<file path="src/pci_pkg.sv">
// Purpose: Constants shared by the pin-change interrupt block
// Assumes: 32-bit AXI4-Lite register bus, one word per register
// Notes: Register offsets are byte addresses

`default_nettype none

package pci_pkg;

	// ****************************************************************
	// Register map
	// ****************************************************************
	localparam logic [4:0] ADDR_PA_RISE = 5'h00;
	localparam logic [4:0] ADDR_PA_FALL = 5'h04;
	localparam logic [4:0] ADDR_PA_FLAGS = 5'h08;
	localparam logic [4:0] ADDR_PB_RISE = 5'h0C;
	localparam logic [4:0] ADDR_PB_FALL = 5'h10;
	localparam logic [4:0] ADDR_PB_FLAGS = 5'h14;
	localparam logic [4:0] ADDR_INT_CTRL = 5'h18;
	localparam logic [4:0] ADDR_IRQ_STAT = 5'h1C;
	localparam int ADDR_W = 5;

	// ****************************************************************
	// Field layouts and reset values
	// ****************************************************************
	localparam logic [7:0] PA_MASK = 8'h3F;
	localparam logic [7:0] PB_MASK = 8'hF0;
	localparam logic [7:0] REG_RESET = 8'h00;
	// Control register: bit 3 master enable, bit 0 aggregate flag
	localparam int CTRL_MEN_BIT = 3;
	localparam int CTRL_AGG_BIT = 0;
	localparam logic CTRL_MEN_RESET = 1'b0;
	// Block status: bit 0 edge event seen, sticky, write one to clear
	localparam logic [7:0] STAT_MASK = 8'h01;

	// AXI responses
	localparam logic [1:0] RESP_OKAY = 2'h0;
	localparam logic [1:0] RESP_SLVERR = 2'h2;

	// ****************************************************************
	// Synchroniser depth
	// ****************************************************************
	localparam int SYNC_STAGES = 2;

	// Write channel states
	typedef enum logic [1:0] {
		PCI_WR_IDLE = 2'b01,
		PCI_WR_RESP = 2'b10
	} pci_wr_e;

endpackage

`default_nettype wire

</file>
<file path="src/pci_edge.sv">
// Purpose: Synchronise one 8-bit port and flag enabled edges
// Assumes: Pins are asynchronous to clk
// Notes: First sync stage is read only by the second

`default_nettype none

module pci_edge (
	input wire logic clk,
	input wire logic rst_b,
	input wire logic [7:0] pin_in,
	input wire logic [7:0] rise_en,
	input wire logic [7:0] fall_en,
	output logic [7:0] edge_hit
);

	logic [7:0] meta_reg;
	logic [7:0] sync_reg;
	logic [7:0] prev_reg;
	logic [2:0] primed_reg;
	wire logic [7:0] rise_w;
	wire logic [7:0] fall_w;

	// ****************************************************************
	// Two-stage synchroniser plus history stage
	// ****************************************************************
	always_ff @(posedge clk) begin
		if (!rst_b) begin
			meta_reg <= 8'h00;
			sync_reg <= 8'h00;
			prev_reg <= 8'h00;
			primed_reg <= 3'h0;
		end else begin
			meta_reg <= pin_in;
			sync_reg <= meta_reg;
			prev_reg <= sync_reg;
			primed_reg <= {primed_reg[1:0], 1'b1};
		end
	end

	// Gated until sync and history both hold pin samples; the reset
	// zeros would otherwise fake an edge on a pin that idles high
	assign rise_w = sync_reg & ~prev_reg;
	assign fall_w = ~sync_reg & prev_reg;
	// Disabled polarity never reaches a flag
	assign edge_hit = primed_reg[2] ? ((rise_w & rise_en) | (fall_w & fall_en)) : 8'h00;

endmodule

`default_nettype wire

</file>
<file path="src/pci_top.sv">
// Purpose: Pin-change interrupt controller for ports A and B
// Assumes: AXI4-Lite slave, 32-bit data, single clock
// Notes: One write and one read in flight at most

`default_nettype none

module pci_top (
	input wire logic clk,
	input wire logic rst_b,
	input wire logic [7:0] port_a_pin,
	input wire logic [7:0] port_b_pin,
	output logic pin_change_irq,
	output logic wake_req,
	output logic block_irq,
	input wire logic [4:0] s_axi_awaddr,
	input wire logic s_axi_awvalid,
	output logic s_axi_awready,
	input wire logic [31:0] s_axi_wdata,
	input wire logic [3:0] s_axi_wstrb,
	input wire logic s_axi_wvalid,
	output logic s_axi_wready,
	output logic [1:0] s_axi_bresp,
	output logic s_axi_bvalid,
	input wire logic s_axi_bready,
	input wire logic [4:0] s_axi_araddr,
	input wire logic s_axi_arvalid,
	output logic s_axi_arready,
	output logic [31:0] s_axi_rdata,
	output logic [1:0] s_axi_rresp,
	output logic s_axi_rvalid,
	input wire logic s_axi_rready
);

	// ****************************************************************
	// Registers
	// ****************************************************************
	logic [7:0] porta_rise_enable_reg;
	logic [7:0] porta_fall_enable_reg;
	logic [7:0] porta_change_flags_reg;
	logic [7:0] portb_rise_enable_reg;
	logic [7:0] portb_fall_enable_reg;
	logic [7:0] portb_change_flags_reg;
	logic pin_change_master_enable_reg;
	logic [7:0] irq_stat_reg;
	logic [7:0] irq_mask_reg;
	logic [7:0] porta_change_flags_next;
	logic [7:0] portb_change_flags_next;
	logic [7:0] irq_stat_next;

	// Write channel state
	pci_pkg::pci_wr_e wr_state_reg;
	logic aw_held_reg;
	logic w_held_reg;
	logic [4:0] aw_addr_reg;
	logic [31:0] w_data_reg;
	logic [3:0] w_strb_reg;
	logic [1:0] bresp_reg;

	// Read channel state
	logic rvalid_reg;
	logic [31:0] rdata_reg;
	logic [1:0] rresp_reg;

	wire logic [7:0] hit_a;
	wire logic [7:0] hit_b;

	// ****************************************************************
	// Edge detectors, one per port
	// ****************************************************************
	pci_edge u_edge_a (
		.clk(clk),
		.rst_b(rst_b),
		.pin_in(port_a_pin),
		.rise_en(porta_rise_enable_reg),
		.fall_en(porta_fall_enable_reg),
		.edge_hit(hit_a)
	);

	pci_edge u_edge_b (
		.clk(clk),
		.rst_b(rst_b),
		.pin_in(port_b_pin),
		.rise_en(portb_rise_enable_reg),
		.fall_en(portb_fall_enable_reg),
		.edge_hit(hit_b)
	);

	// ****************************************************************
	// Write address and data capture
	// ****************************************************************
	// Ready is low while a channel is held, so each is taken once
	assign s_axi_awready = (wr_state_reg == pci_pkg::PCI_WR_IDLE) && !aw_held_reg;
	assign s_axi_wready = (wr_state_reg == pci_pkg::PCI_WR_IDLE) && !w_held_reg;

	wire logic aw_fire = s_axi_awvalid && s_axi_awready;
	wire logic w_fire = s_axi_wvalid && s_axi_wready;
	wire logic have_aw = aw_held_reg || aw_fire;
	wire logic have_w = w_held_reg || w_fire;
	wire logic wr_go = (wr_state_reg == pci_pkg::PCI_WR_IDLE) && have_aw && have_w;
	wire logic [4:0] wr_addr = aw_held_reg ? aw_addr_reg : s_axi_awaddr;
	wire logic [31:0] wr_data_all = w_held_reg ? w_data_reg : s_axi_wdata;
	wire logic [3:0] wr_strb = w_held_reg ? w_strb_reg : s_axi_wstrb;
	// Lane 0 carries register bits; lane 1 only the status mask, other lanes ignored
	wire logic wr_lane0 = wr_go && wr_strb[0];
	wire logic [7:0] wr_byte = wr_data_all[7:0];

	// ****************************************************************
	// Write decode
	// ****************************************************************
	wire logic we_pa_rise = wr_lane0 && (wr_addr == pci_pkg::ADDR_PA_RISE);
	wire logic we_pa_fall = wr_lane0 && (wr_addr == pci_pkg::ADDR_PA_FALL);
	wire logic we_pa_flag = wr_lane0 && (wr_addr == pci_pkg::ADDR_PA_FLAGS);
	wire logic we_pb_rise = wr_lane0 && (wr_addr == pci_pkg::ADDR_PB_RISE);
	wire logic we_pb_fall = wr_lane0 && (wr_addr == pci_pkg::ADDR_PB_FALL);
	wire logic we_pb_flag = wr_lane0 && (wr_addr == pci_pkg::ADDR_PB_FLAGS);
	wire logic we_ctrl = wr_lane0 && (wr_addr == pci_pkg::ADDR_INT_CTRL);
	wire logic we_stat = wr_lane0 && (wr_addr == pci_pkg::ADDR_IRQ_STAT);
	// Mask sits in byte 1 of the status word
	wire logic we_mask = wr_go && wr_strb[1] && (wr_addr == pci_pkg::ADDR_IRQ_STAT);
	wire logic wr_mapped = (wr_addr[1:0] == 2'b00) && (wr_addr <= pci_pkg::ADDR_IRQ_STAT);

	// ****************************************************************
	// Flag update: software value first, hardware set OR'ed last
	// ****************************************************************
	// Set wins over a clearing write, whatever was written
	assign porta_change_flags_next = ((we_pa_flag ? wr_byte : porta_change_flags_reg)
		| hit_a) & pci_pkg::PA_MASK;
	assign portb_change_flags_next = ((we_pb_flag ? wr_byte : portb_change_flags_reg)
		| hit_b) & pci_pkg::PB_MASK;

	// Aggregate flag and gated interrupt
	wire logic agg_flag = |{porta_change_flags_reg, portb_change_flags_reg};
	assign pin_change_irq = agg_flag && pin_change_master_enable_reg;
	// Wake fires with the flag already stored in the same edge
	assign wake_req = pin_change_irq;

	// Block status: any new edge event, write one to clear, set wins
	wire logic [7:0] stat_set = {7'h00, |{hit_a, hit_b}};
	wire logic [7:0] stat_clr = we_stat ? wr_byte : 8'h00;
	assign irq_stat_next = ((irq_stat_reg & ~stat_clr) | stat_set) & pci_pkg::STAT_MASK;
	assign block_irq = |(irq_stat_reg & irq_mask_reg);

	// ****************************************************************
	// Configuration and flag registers
	// ****************************************************************
	always_ff @(posedge clk) begin
		if (!rst_b) begin
			porta_rise_enable_reg <= pci_pkg::REG_RESET;
			porta_fall_enable_reg <= pci_pkg::REG_RESET;
			portb_rise_enable_reg <= pci_pkg::REG_RESET;
			portb_fall_enable_reg <= pci_pkg::REG_RESET;
			porta_change_flags_reg <= pci_pkg::REG_RESET;
			portb_change_flags_reg <= pci_pkg::REG_RESET;
			pin_change_master_enable_reg <= pci_pkg::CTRL_MEN_RESET;
			irq_stat_reg <= pci_pkg::REG_RESET;
			irq_mask_reg <= pci_pkg::REG_RESET;
		end else begin
			if (we_pa_rise) porta_rise_enable_reg <= wr_byte & pci_pkg::PA_MASK;
			if (we_pa_fall) porta_fall_enable_reg <= wr_byte & pci_pkg::PA_MASK;
			if (we_pb_rise) portb_rise_enable_reg <= wr_byte & pci_pkg::PB_MASK;
			if (we_pb_fall) portb_fall_enable_reg <= wr_byte & pci_pkg::PB_MASK;
			if (we_ctrl) pin_change_master_enable_reg <= wr_byte[pci_pkg::CTRL_MEN_BIT];
			if (we_mask) irq_mask_reg <= wr_data_all[15:8] & pci_pkg::STAT_MASK;
			porta_change_flags_reg <= porta_change_flags_next;
			portb_change_flags_reg <= portb_change_flags_next;
			irq_stat_reg <= irq_stat_next;
		end
	end

	// ****************************************************************
	// Write channel sequencing
	// ****************************************************************
	always_ff @(posedge clk) begin
		if (!rst_b) begin
			wr_state_reg <= pci_pkg::PCI_WR_IDLE;
			aw_held_reg <= 1'b0;
			w_held_reg <= 1'b0;
			aw_addr_reg <= 5'h00;
			w_data_reg <= 32'h0000_0000;
			w_strb_reg <= 4'h0;
			bresp_reg <= pci_pkg::RESP_OKAY;
		end else begin
			unique case (wr_state_reg)
				pci_pkg::PCI_WR_IDLE: begin
					if (wr_go) begin
						aw_held_reg <= 1'b0;
						w_held_reg <= 1'b0;
						bresp_reg <= wr_mapped ? pci_pkg::RESP_OKAY : pci_pkg::RESP_SLVERR;
						wr_state_reg <= pci_pkg::PCI_WR_RESP;
					end else begin
						if (aw_fire) begin
							aw_held_reg <= 1'b1;
							aw_addr_reg <= s_axi_awaddr;
						end
						if (w_fire) begin
							w_held_reg <= 1'b1;
							w_data_reg <= s_axi_wdata;
							w_strb_reg <= s_axi_wstrb;
						end
					end
				end
				pci_pkg::PCI_WR_RESP: begin
					if (s_axi_bready) wr_state_reg <= pci_pkg::PCI_WR_IDLE;
				end
				default: wr_state_reg <= pci_pkg::PCI_WR_IDLE;
			endcase
		end
	end

	assign s_axi_bvalid = (wr_state_reg == pci_pkg::PCI_WR_RESP);
	assign s_axi_bresp = bresp_reg;

	// ****************************************************************
	// Read decode
	// ****************************************************************
	// Unimplemented bits come back zero because stores are masked
	logic [31:0] rd_word;
	logic rd_ok;
	always_comb begin
		rd_word = 32'h0000_0000;
		rd_ok = 1'b1;
		unique case (s_axi_araddr)
			pci_pkg::ADDR_PA_RISE: rd_word[7:0] = porta_rise_enable_reg;
			pci_pkg::ADDR_PA_FALL: rd_word[7:0] = porta_fall_enable_reg;
			pci_pkg::ADDR_PA_FLAGS: rd_word[7:0] = porta_change_flags_reg;
			pci_pkg::ADDR_PB_RISE: rd_word[7:0] = portb_rise_enable_reg;
			pci_pkg::ADDR_PB_FALL: rd_word[7:0] = portb_fall_enable_reg;
			pci_pkg::ADDR_PB_FLAGS: rd_word[7:0] = portb_change_flags_reg;
			pci_pkg::ADDR_INT_CTRL: begin
				rd_word[pci_pkg::CTRL_MEN_BIT] = pin_change_master_enable_reg;
				rd_word[pci_pkg::CTRL_AGG_BIT] = agg_flag;
			end
			pci_pkg::ADDR_IRQ_STAT: rd_word[15:0] = {irq_mask_reg, irq_stat_reg};
			default: rd_ok = 1'b0;
		endcase
	end

	// ****************************************************************
	// Read channel
	// ****************************************************************
	assign s_axi_arready = !rvalid_reg;

	always_ff @(posedge clk) begin
		if (!rst_b) begin
			rvalid_reg <= 1'b0;
			rdata_reg <= 32'h0000_0000;
			rresp_reg <= pci_pkg::RESP_OKAY;
		end else if (s_axi_arvalid && !rvalid_reg) begin
			rvalid_reg <= 1'b1;
			rdata_reg <= rd_word;
			rresp_reg <= rd_ok ? pci_pkg::RESP_OKAY : pci_pkg::RESP_SLVERR;
		end else if (rvalid_reg && s_axi_rready) begin
			rvalid_reg <= 1'b0;
		end
	end

	assign s_axi_rvalid = rvalid_reg;
	assign s_axi_rdata = rdata_reg;
	assign s_axi_rresp = rresp_reg;

endmodule

`default_nettype wire

</file>
<file path="config.mk">
export PLATFORM = sky130hd
export DESIGN_NAME = pci_top
export DESIGN_NICKNAME = d
export VERILOG_FILES = /design/src/pci_pkg.sv /design/src/pci_edge.sv /design/src/pci_top.sv
export SDC_FILE = /design/constraint.sdc
export NUM_CORES = 1
export LEC_CHECK = 0
export BUFFER_PORTS_ARGS = -buffer_cell sky130_fd_sc_hd__buf_2
export CORE_MARGIN = 8
export CORE_UTILIZATION = 32
export CTS_CLUSTER_DIAMETER = 150
export DETAILED_ROUTE_END_ITERATION = 7
export GPL_ROUTABILITY_DRIVEN = 0
export MAX_ROUTING_LAYER = met4
export SETUP_SLACK_MARGIN = 0.5
export SLEW_MARGIN = 20
export SYNTH_ARGS = -nofsm -noshare
export SYNTH_HDL_FRONTEND = slang
export SYNTH_HIERARCHICAL = 1
export SYNTH_SLANG_ARGS = --single-unit
</file>
<file path="constraint.sdc">
create_clock -name clk -period 2.4 [get_ports clk]
set_input_delay 0.12 -clock clk [delete_from_list [all_inputs] [get_ports clk]]
set_output_delay 0.12 -clock clk [all_outputs]
set_load 0.01 [all_outputs]
</file>
==> metrics.md, run 1 <==
| Metric | Value |
|---|---|
| Pleak | roughly 2.8 nW |
| Htree depth | 4 |
| Num rows | 47 |
| Crit end category | flip-flop |
| Worst Setup EP | porta_fall_enable_reg[0] |
| Finished Layout Cells | between 800 and 900 |
| Seq cells post-synth | between 100 and 150 |
| Area grow syn2layout | 26.6% |
| Met2 GRT Util | roughly 20% |
| Final Util | 41.1% |
| Via count | about 4400 |
| Share of layout cells above drive strength 1 | 22.4% |
| FMAX | approximately 530 MHz |
| M1 GR Usage | between 10% and 20% |
| Crit path required time | ~2.7 ns |
| Sequential Power Share | roughly two fifths |
| # setup viols final | 0 |
| Final instance area | about 0.0067 sq mm |
| Iteration-0 DRC Markers | around 340 |
| Starting Density | between 30 and 40% |
| Number of synthesized flops with an enable pin | 0 |
| Post-synth top area share | 44.7% |
| Net Sw Power | roughly 1.2 mW |
| Min-Delay Path Class | in -> reg |
| Most common cell in the netlist | dfxtp_1 |
| Antenna violations before repair | 3 |
| CP Max Fanout | 14 |
| CP Launch Point | aw_held_reg |
| Max_slew headroom | approximately 53% |
| Final hold slack | ~0.016 ns |
| Syn. warnings | 6 |
| Cell taking the most area after synthesis | dfxtp_1 |
| Final wirelength | roughly 14000 um |
| Post-layout min period | about 1.9 ns |
| Ranking of synthesized cells by area | dfxtp_1, and2_1, mux2i_1 |
| Total CTS buffers | 17 |
| Mapped Area | between 0.005 and 0.006 sq mm |
| Distinct cells, synth | 55 |
| CTS clk-pin slew, worst paths | about 0.050 ns |
| CTS tree | built |
| Drt via density | approximately 5 |
| Root buffer selected by CTS | clkbuf_16 |
| Layout Nets | between 700 and 800 |
| Ys async rst share | 0% |
| Worst-margin pin slew | approximately 0.69 ns |
| Reg2reg start | aw_held_reg |
| DP HPWL | around 10000 um |
| RSZ-0062 raised after global routing | true |
| Power Density | ~760 mW/mm^2 |
| Sink Count | ~120 |
| Status | finished clean |
| Placed cells | 820 |
| Placed instance area | approximately 0.0057 sq mm |
| Worst r2r path cells | 4 |
| Grt peak-use layer | met2 |
| Cells after synthesis | between 500 and 600 |
| Port Buffers | 62 |
| Top FF cell, synth | dfxtp_1 |
| Final period utilization | about 80% |
| CTS max path bufs | 2 |
| Number of global-route vias before repair | about 4300 |
| Global-route wire length before repair | 22000 um |
| Largest net degree at the start of global routing | 75 |
| Net switching fraction of the power | about a quarter |
| CP Launch Type | flip-flop |
| Number of max-cap violations | 0 |
| Final hold viol count | 0 |
| DRT antenna net count | 0 |
| Clock network power share | between 40 and 50% |
| R2r setup slk | approximately 0.53 ns |
| Clock Skew | slightly above 0.006 ns |
| Die Footprint | roughly 0.021 sq mm |
| WL per Instance | about 15 um |
| Most frequent cells after synthesis | dfxtp_1, and2_1, nor2_1 |
| Core area | around 0.016 sq mm |
| Met3 GRT Util | 5.32% |
| Comb pwr share | between 10% and 20% |
| GR Overflow Total | 0 |
| Int Power | approximately 3.9 mW |
| Die W | 145 um |
| Seq/Total Area, Yosys | 44.7% |
| Worst reg2reg path endpoint | porta_fall_enable_reg[0] |
| Average size of a mapped cell | 9.72 sq um |
| DR pass1 iterations | 4 |
| GRT Total Usage | roughly an eighth |
| Setup TNS | 0 ns |
| DRC viols | 0 |
| WP data arrival | about 2.2 ns |
| Io pins | ~110 |
| Die H | between 100 and 150 um |
| Clk_lat worst skew | between 0.4 and 0.5 ns |
| Max Transition Viols Final | 0 |
| Max VDD drop | about 0.00053 V |
| CP Class | reg -> reg |
[area by class of cell]
cell class,count,area (sq um)
Inverter,3,11.3
Antenna cell,3,7.51
Sequential cell,119,2390
Multi-Input combinational cell,406,2740
Clock inverter,11,121
Fill cell,1602,9670
Clock buffer,21,480
Tap cell,220,275
Timing Repair Buffer,106,716
[worst min path at each step]
stage / startpoint / to / slack [ns] / cells past startpoint
after detailed placement: port_b_pin[1] / u_edge_b/meta_reg[1] / 0.33 / 2
final: s_axi_arvalid / s_axi_rresp[1] / 0.02 / 3
after global routing: s_axi_arvalid / s_axi_rresp[1] / 0.04 / 3
after CTS: s_axi_awaddr[2] / aw_addr_reg[2] / 0.003 / 3
after floorplan: rst_b / u_edge_a/primed_reg[0] / 0.15 / 0
after global placement: port_b_pin[1] / u_edge_b/meta_reg[1] / 0.33 / 2
[worst max-delay path: stages, from the launching register on]
cell      delay [ns]
dfxtp_4         0.48
or4b_4          0.56
a211oi_4        0.44
a21oi_1         0.13
nor3_1          0.18
[metrics by stage]
| stage | total power, mW | setup slack, ns |
|---|---|---|
| after CTS | 5.17 | 0.505 |
| final | 5.14 | 0.525 |
| after global routing | 5.35 | 0.432 |
| after detailed placement | 2.58 | 0.208 |
| after floorplan | 2.48 | 0.620 |
| after global placement | 2.57 | 0.267 |
[power groups by stage]
stage	Sequential (mW)	Clock, mW	Combinational [mW]
floorplan	2.12	0	0.360
global placement	2.13	0	0.437
global route	2.11	2.68	0.557
finish	2.10	2.53	0.512
CTS	2.10	2.59	0.492
detailed placement	2.14	0	0.447
[cell families after synthesis]
group           Yosys count  synth area share (%)
buf+inv                  59                  7.73
mux                      46                  9.23
flops                   119                  44.7
compound gates           91                  12.2
simple gates            232                  26.1
other cells               1                0.0704
[metal layers]
| layer | up-vias | share of wire (%) |
|---|---|---|
| li1 | 2148 | - |
| met1 | 2081 | 43 |
| met2 | 185 | 44 |
| met3 | 28 | 10 |
| met4 | 0 | 2.3 |
| met5 | - | 0 |
[timing repair]
action | 4_1_cts | 5_1_grt
resized for setup | 7 | 9
endpoints found under the setup margin | 34 | 22
hold buffers | 30 | 0
buffers inserted | 0 | 4
pin swaps | 0 | 2
endpoints found under the hold margin | 30 | 0
[cells in the final DEF, fill, tap and decap left out, drive strengths merged, types with 4 or more instances in the layout]
master,instances
dfxtp,119
buf,76
and2,54
nor2,44
conb,37
nand4b,32
mux2i,31
dlygate4sd3,30
a21oi,27
nand2,25
nor3,21
clkbuf,21
o21ai,17
mux2,15
nor4,14
nand3,13
o311a,11
o31ai,10
nand4,7
a22oi,6
nand2b,5
clkinvlp,5
o2bb2ai,4
nor2b,4
inv,4
No activity file was read; power rests on OpenSTA's default activity.
==> run 2, diff against run 1 <==
- ABC_AREA: unset -> 1
- clock period: 2.4 -> 1.8 ns (I/O delays scaled with it)
==> run 2 against run 1 <==
  * Sequential cell count unchanged
  * Via count increased by 11%
  * Largest power group unchanged
  * Non-clock buffer count increased by 20
  * Critical path type unchanged
==> metrics.md, run 2 <==
| Metric | Value |
|---|---|
| Top FF cell, synth | dfxtp_1 |
| Min-Delay Path Class | in -> reg |
| Final period utilization | 79.4% (+1.3 points) |
| DR pass1 iterations | 5 (+1) |
| Seq cells post-synth | 119 (unchanged) |
| R2r setup slk | 0.37 ns (-0.16 ns) |
| CTS max path bufs | 2 (unchanged) |
| Root buffer selected by CTS | clkbuf_16 |
| Clk_lat worst skew | 0.41 ns (about the same) |
| FMAX | 699 MHz (+31%) |
| Die Footprint | 0.0211 sq mm (+0.12%) |
| WP data arrival | 1.74 ns (-0.47 ns) |
| N_diodes | 0 (-3) |
| Num rows | 47 (unchanged) |
| Distinct cells, synth | 30 (-45%) |
| Ys async rst share | 0% (unchanged) |
| Htree depth | 4 (unchanged) |
| Die H | 145 um (about the same) |
| Number of max-cap violations | 0 (unchanged) |
| Total CTS buffers | 17 (unchanged) |
| # fillers | 1671 (+4.3%) |
| Most frequent cells after synthesis | nand2_1, inv_1, dfxtp_1 |
| Max VDD drop | 0.000609 V (+14%) |
| Cell taking the most area after synthesis | dfxtp_1 |
| Max_slew headroom | 63.0% (+10 points) |
| Setup TNS | 0 ns (unchanged) |
| Worst r2r path cells | 8 (+4) |
| CP Max Fanout | 7 (-7) |
| WL per Instance | 11.7 um (-24%) |
| Via count | 4938 (+11%) |
| Layout Nets | 965 (+34%) |
| Number of synthesized flops with an enable pin | 0 (unchanged) |
| Commonest non-fill, non-tap cell in the layout | nand2_1 |
| Core area | 0.0165 sq mm (+0.36%) |
| Seq/Total Area, Yosys | 44.7% (-0.063 points) |
| DRC viols | 0 (unchanged) |
| Status | finished clean |
| Clock Skew | 0.00918 ns (+0.00296 ns) |
| Number of global-route vias before repair | 4703 (+9.6%) |
| Reg2reg start | aw_held_reg |
| Mapped Area | 0.00533 sq mm (+0.14%) |
| Ranking of synthesized cells by area | dfxtp_1, nand2_1, inv_1 |
| GRT Total Usage | 13.4% (+0.080 points) |
| Placed instance area | 0.00579 sq mm (+1.2%) |
| Io pins | 113 (unchanged) |
| Worst reg2reg path endpoint | portb_change_flags_reg[7] |
| Iteration-0 DRC Markers | 298 (-13%) |
| CTS clk-pin slew, worst paths | 0.05 ns (about the same) |
| Design Power | 7.14 mW (+39%) |
| Drt via density | 4.37 (-12%) |
| RSZ-0062 raised after global routing | true |
| Most common cell in the netlist | nand2_1 |
| # setup viols final | 0 (unchanged) |
| Power Density | 986 mW/mm^2 (+29%) |
| Port Buffers | 62 (unchanged) |
| CP Class | reg -> reg |
| Die W | 145 um (about the same) |
| Most frequent cells in the layout | nand2_1, inv_1, dfxtp_1 |
| Largest net degree at the start of global routing | 93 (+24%) |
| Sink Count | 119 (unchanged) |
| Post-layout min period | 1.43 ns (-0.445 ns) |
| Share of layout cells above drive strength 1 | 22.8% (+0.40 points) |
| Area grow syn2layout | 35.9% |
| Syn. warnings | 6 (unchanged) |
| CTS tree | built |
| Final instance area | 0.00725 sq mm (+7.5%) |
| Post-synth top area share | 44.7% (-0.063 points) |
| Starting Density | 32.4% (-0.070 points) |
| CP Launch Point | aw_held_reg |
| Crit end category | flip-flop |
| Final wirelength | 13200 um (-2.9%) |
| DP HPWL | 8990 um (-8.5%) |
| Final hold viol count | 0 (unchanged) |
| DRT antenna net count | 0 (unchanged) |
| GR Overflow Total | 0 (unchanged) |
| Pleak | 3.45 nW (+26%) |
| Worst Setup EP | portb_change_flags_reg[7] |
| Worst-margin pin slew | 0.552 ns (-0.136 ns) |
| Cells after synthesis | 760 (+39%) |
| Global-route wire length before repair | 22600 um (+2.7%) |
| Max Transition Viols Final | 0 (unchanged) |
| Crit path required time | 2.11 ns (-0.62 ns) |
| Average size of a mapped cell | 7.02 sq um (-28%) |
| Antenna violations before repair | 0 (-3) |
| CP Launch Type | flip-flop |
-- run 2: kinds of logic after synthesis --
logic type | share of synthesized area (%)
buffers and inverters | 16.7
other | 0.0703
flip-flops | 44.7
AO/OA/AOI/OAI | 8.75
AND/OR/NAND/NOR | 29.8
-- run 2: how the worst min path moves through the flow --
stage               slack, ns                     end            start  cells past startpoint
floorplan                0.12  u_edge_a/primed_reg[0]            rst_b                      0
global placement         0.27    u_edge_b/meta_reg[1]    port_b_pin[1]                      3
detailed placement       0.28    u_edge_b/meta_reg[1]    port_b_pin[1]                      3
CTS                     0.005          aw_addr_reg[3]  s_axi_awaddr[3]                      3
global route             0.03          aw_addr_reg[3]  s_axi_awaddr[3]                      3
finish                  0.008          aw_addr_reg[3]  s_axi_awaddr[3]                      3
-- run 2: worst max-delay path, cell delays in order (launching register included) --
cell and delay [ns]:
dfxtp_4 0.38, inv_6 0.10, nand2_2 0.07, nand2_4 0.10, nand4_1 0.19, o21ai_0 0.26
nand3_1 0.11, nand2_1 0.07, inv_1 0.04
-- run 2: timing repair --
| item | in CTS | in global routing |
|---|---|---|
| hold endpoints to repair | 34 | 0 |
| setup buffers | 24 | 0 |
| pin swaps | 34 | 21 |
| hold buffers | 33 | 0 |
| gates resized for setup | 91 | 15 |
| endpoints found under the setup margin | 52 | 52 |
-- run 2: layout make-up --
type / count / area [sq um] / area share [%]
clock buffers: 24 / 482 / 6.65
inverters: 146 / 573 / 7.91
multi-input cells: 486 / 2440 / 33.6
well taps: 220 / 275 / 3.80
repair buffers: 126 / 941 / 13.0
clock inverters: 8 / 144 / 1.99
flip-flops and latches: 119 / 2400 / 33.1
-- run 2: stage by stage --
| step | utilization [%] | hold slack, ns | cells | setup WS, ns |
|---|---|---|---|---|
| after floorplan | - | 0.118 | 796 | 0.488 |
| after global placement | 35.2 | 0.272 | 1040 | 0.172 |
| after detailed placement | 35.2 | 0.276 | 1040 | 0.155 |
| after CTS | 43.8 | 0.00509 | 1129 | 0.390 |
| after global routing | 44.0 | 0.0256 | 1129 | 0.272 |
| final | 44.0 | 0.00776 | 1129 | 0.370 |
-- run 2: power by group --
part / internal (mW) / leakage (nW) / switching [mW]
Combinational: 0.306 / 2.17 / 0.465
Clock: 2.42 / 0.308 / 1.14
Sequential: 2.75 / 0.977 / 0.0619
Total: 5.47 / 3.45 / 1.67
-- run 2: routing by layer --
layer | vias up | share of wire [%] | global-route usage, %
met5 | - | 0 | -
met1 | 2245 | 50 | 17.2
met2 | 123 | 44 | 19.3
met3 | 11 | 5.1 | 3.89
met4 | 0 | 1.1 | 5.21
li1 | 2559 | - | -
==> run 3, diff against run 2 <==
- ABC_AREA: 1 -> 0
- clock period: 1.8 -> 1.3 ns (I/O delays scaled with it)
==> run 3 against run 2 <==
  * The flow now finishes with violations (setup timing)
  * Via count decreased by 0.61%
  * Fmax down 20%
  * Die area down 0.12%
  * Critical path type unchanged
  * Largest power group unchanged
  * Highest routed layer unchanged
==> metrics.md, run 3 (synthesis results as in run 1) <==
| Metric | Value |
|---|---|
| Status | finished, violations left |
| Violated checks | setup timing |
| Layout Nets | 839 (-13%) |
| Hold depth | 3 (unchanged) |
| Port Buffers | 62 (unchanged) |
| Placement Setup Slack | -0.499 ns (-0.653 ns) |
| Via count | 4908 (-0.61%) |
| Final period utilization | 137% (+58 points) |
| FMAX | 561 MHz (-20%) |
| Max VDD drop | 0.00100 V (+64%) |
| Multi-input logic area | 0.00312 sq mm (+28%) |
| Starting Density | 32.5% (+0.070 points) |
| Root buffer selected by CTS | clkbuf_16 |
| R2r setup slk | -0.48 ns (-0.85 ns) |
| Die H | 145 um (about the same) |
| # setup viols final | 59 (+59) |
| Most used cell, CP | buf_4 |
| DP HPWL | 10700 um (+19%) |
| CP Class | reg -> reg |
| CTS tree | built |
| Final wirelength | 16400 um (+24%) |
| DRT antenna net count | 0 (unchanged) |
| Crit path required time | 1.66 ns (-0.45 ns) |
| # fillers | 1446 (-13%) |
| Crit end category | flip-flop |
| Number of global-route vias before repair | 4996 (+6.2%) |
| Die W | 145 um (about the same) |
| Commonest non-fill, non-tap cell in the layout | buf_4 |
| Io pins | 113 (unchanged) |
| Iteration-0 DRC Markers | 275 (-7.7%) |
| WL per Instance | 16.3 um (+39%) |
| Min-Delay Path Class | in -> reg |
| Setup ws final | -0.483 ns (-0.853 ns) |
| DR pass1 iterations | 5 (unchanged) |
| Register area | 0.00244 sq mm (+1.7%) |
| Power Density | 1170 mW/mm^2 (+19%) |
| Hold Startpoint | s_axi_arvalid |
| Worst reg2reg path endpoint | porta_change_flags_reg[1] |
| Worst r2r path cells | 8 (unchanged) |
| Clk_lat worst skew | 0.42 ns (about the same) |
| GRT Total Usage | 15.2% (+1.9 points) |
| RSZ-0062 raised after global routing | true |
| CTS max path bufs | 2 (unchanged) |
| Hold Path End | s_axi_rresp[1] |
| Final hold viol count | 0 (unchanged) |
| CP Max Fanout | 7 (unchanged) |
| Htree depth | 4 (unchanged) |
| CP Launch Point | aw_held_reg |
| Post-layout min period | 1.78 ns (+0.353 ns) |
| Placed instance area | 0.00650 sq mm (+12%) |
| Buf/Inv on CP | 4 (+2) |
| CP Cell Sequence | buf_4 -> mux2i_1 -> buf_4 -> o21ai_2 -> buf_4 -> buf_4 -> o31ai_1 -> o311a_1 |
| Number of max-cap violations | 0 (unchanged) |
| Die Footprint | 0.0210 sq mm (-0.12%) |
| Pleak | 3.51 nW (+1.7%) |
| WP data arrival | 2.14 ns (+0.40 ns) |
| CTS clk-pin slew, worst paths | 0.06 ns (about the same) |
| Global-route wire length before repair | 25300 um (+12%) |
| Area grow syn2layout | 56.2% |
| Num rows | 47 (unchanged) |
| Core area | 0.0164 sq mm (-0.36%) |
| GR Overflow Total | 0 (unchanged) |
| Final instance area | 0.00832 sq mm (+15%) |
| Crit-path slowest cell | dfxtp_4 |
| Share of layout cells above drive strength 1 | 45.2% (+22 points) |
| N_diodes | 0 (unchanged) |
| Max Transition Viols Final | 0 (unchanged) |
| Most frequent cells in the layout | buf_4, dfxtp_1, and2_1 |
| Drt via density | 4.89 (+12%) |
| Largest net degree at the start of global routing | 48 (-48%) |
| Antenna violations before repair | 0 (unchanged) |
| Sink Count | 119 (unchanged) |
| DRC viols | 0 (unchanged) |
| Total CTS buffers | 17 (unchanged) |
| Clock Skew | 0.00878 ns (-0.000399 ns) |
| CP Launch Type | flip-flop |
| Reg2reg start | aw_held_reg |
| Critical Path Max Stage Delay | 0.38 ns (about the same) |
| CP top delay family | buffers and inverters |
==> run 3: repair_timing <==
item                       CTS  global route
hold buffers                34             0
pin swaps                   29            36
gates cloned                 0             2
setup buffers               21            18
hold endpoints to repair    35             0
setup endpoints to repair   84            84
gates resized for setup    111            40
==> run 3: worst reg2reg max path, stage by stage, from the launching register on <==
cell and delay (ns):
dfxtp_4 0.38, buf_4 0.14, mux2i_1 0.18, buf_4 0.15
o21ai_2 0.06, buf_4 0.13, buf_4 0.16, o31ai_1 0.27
o311a_1 0.25
==> run 3: where the power goes <==
group	total, mW	switching, mW	internal (mW)
clock network	4.41	1.73	2.68
logic	1.46	0.727	0.736
registers	3.86	0.0834	3.78
==> run 3: layout make-up <==
cell class                 count  share of cell area [%]
timing repair buffer         223                    23.0
clock buffer                  18                    5.28
inverter                       3                   0.165
multi-input combinational    406                    37.5
clock inverter                14                    1.49
tap                          220                    3.31
sequential                   119                    29.3
==> run 3: how the worst max path moves through the flow <==
stage / slack, ns / endpoint / cells past startpoint
floorplan: -0.46 / porta_change_flags_reg[0] / 6
CTS: -0.40 / porta_rise_enable_reg[0] / 6
finish: -0.48 / porta_change_flags_reg[1] / 8
detailed placement: -0.50 / porta_change_flags_reg[1] / 5
global route: -0.52 / porta_change_flags_reg[1] / 8
global placement: -0.54 / irq_stat_reg[0] / 7
==> run 3: per-layer routing <==
metal / up-vias / global-route usage, % / share of wire [%]
li1: 2379 / - / -
met1: 2327 / 17.1 / 42
met2: 167 / 24.3 / 49
met3: 35 / 4.79 / 5.8
met4: 0 / 7.05 / 2.8
met5: - / - / 0
==> run 3: through the flow <==
stage	hold WS, ns	instances	TNS [ns]	util, %	power (mW)
finish	0.00102	1003	-17.07	50.7	9.73
global route	0.0252	1003	-20.84	50.7	10.1
CTS	0.00462	983	-15.49	48.6	9.66
detailed placement	0.273	896	-16.23	39.6	5.00
global placement	0.270	896	-15.32	39.6	4.97
floorplan	0.0927	584	-12.74	-	4.66
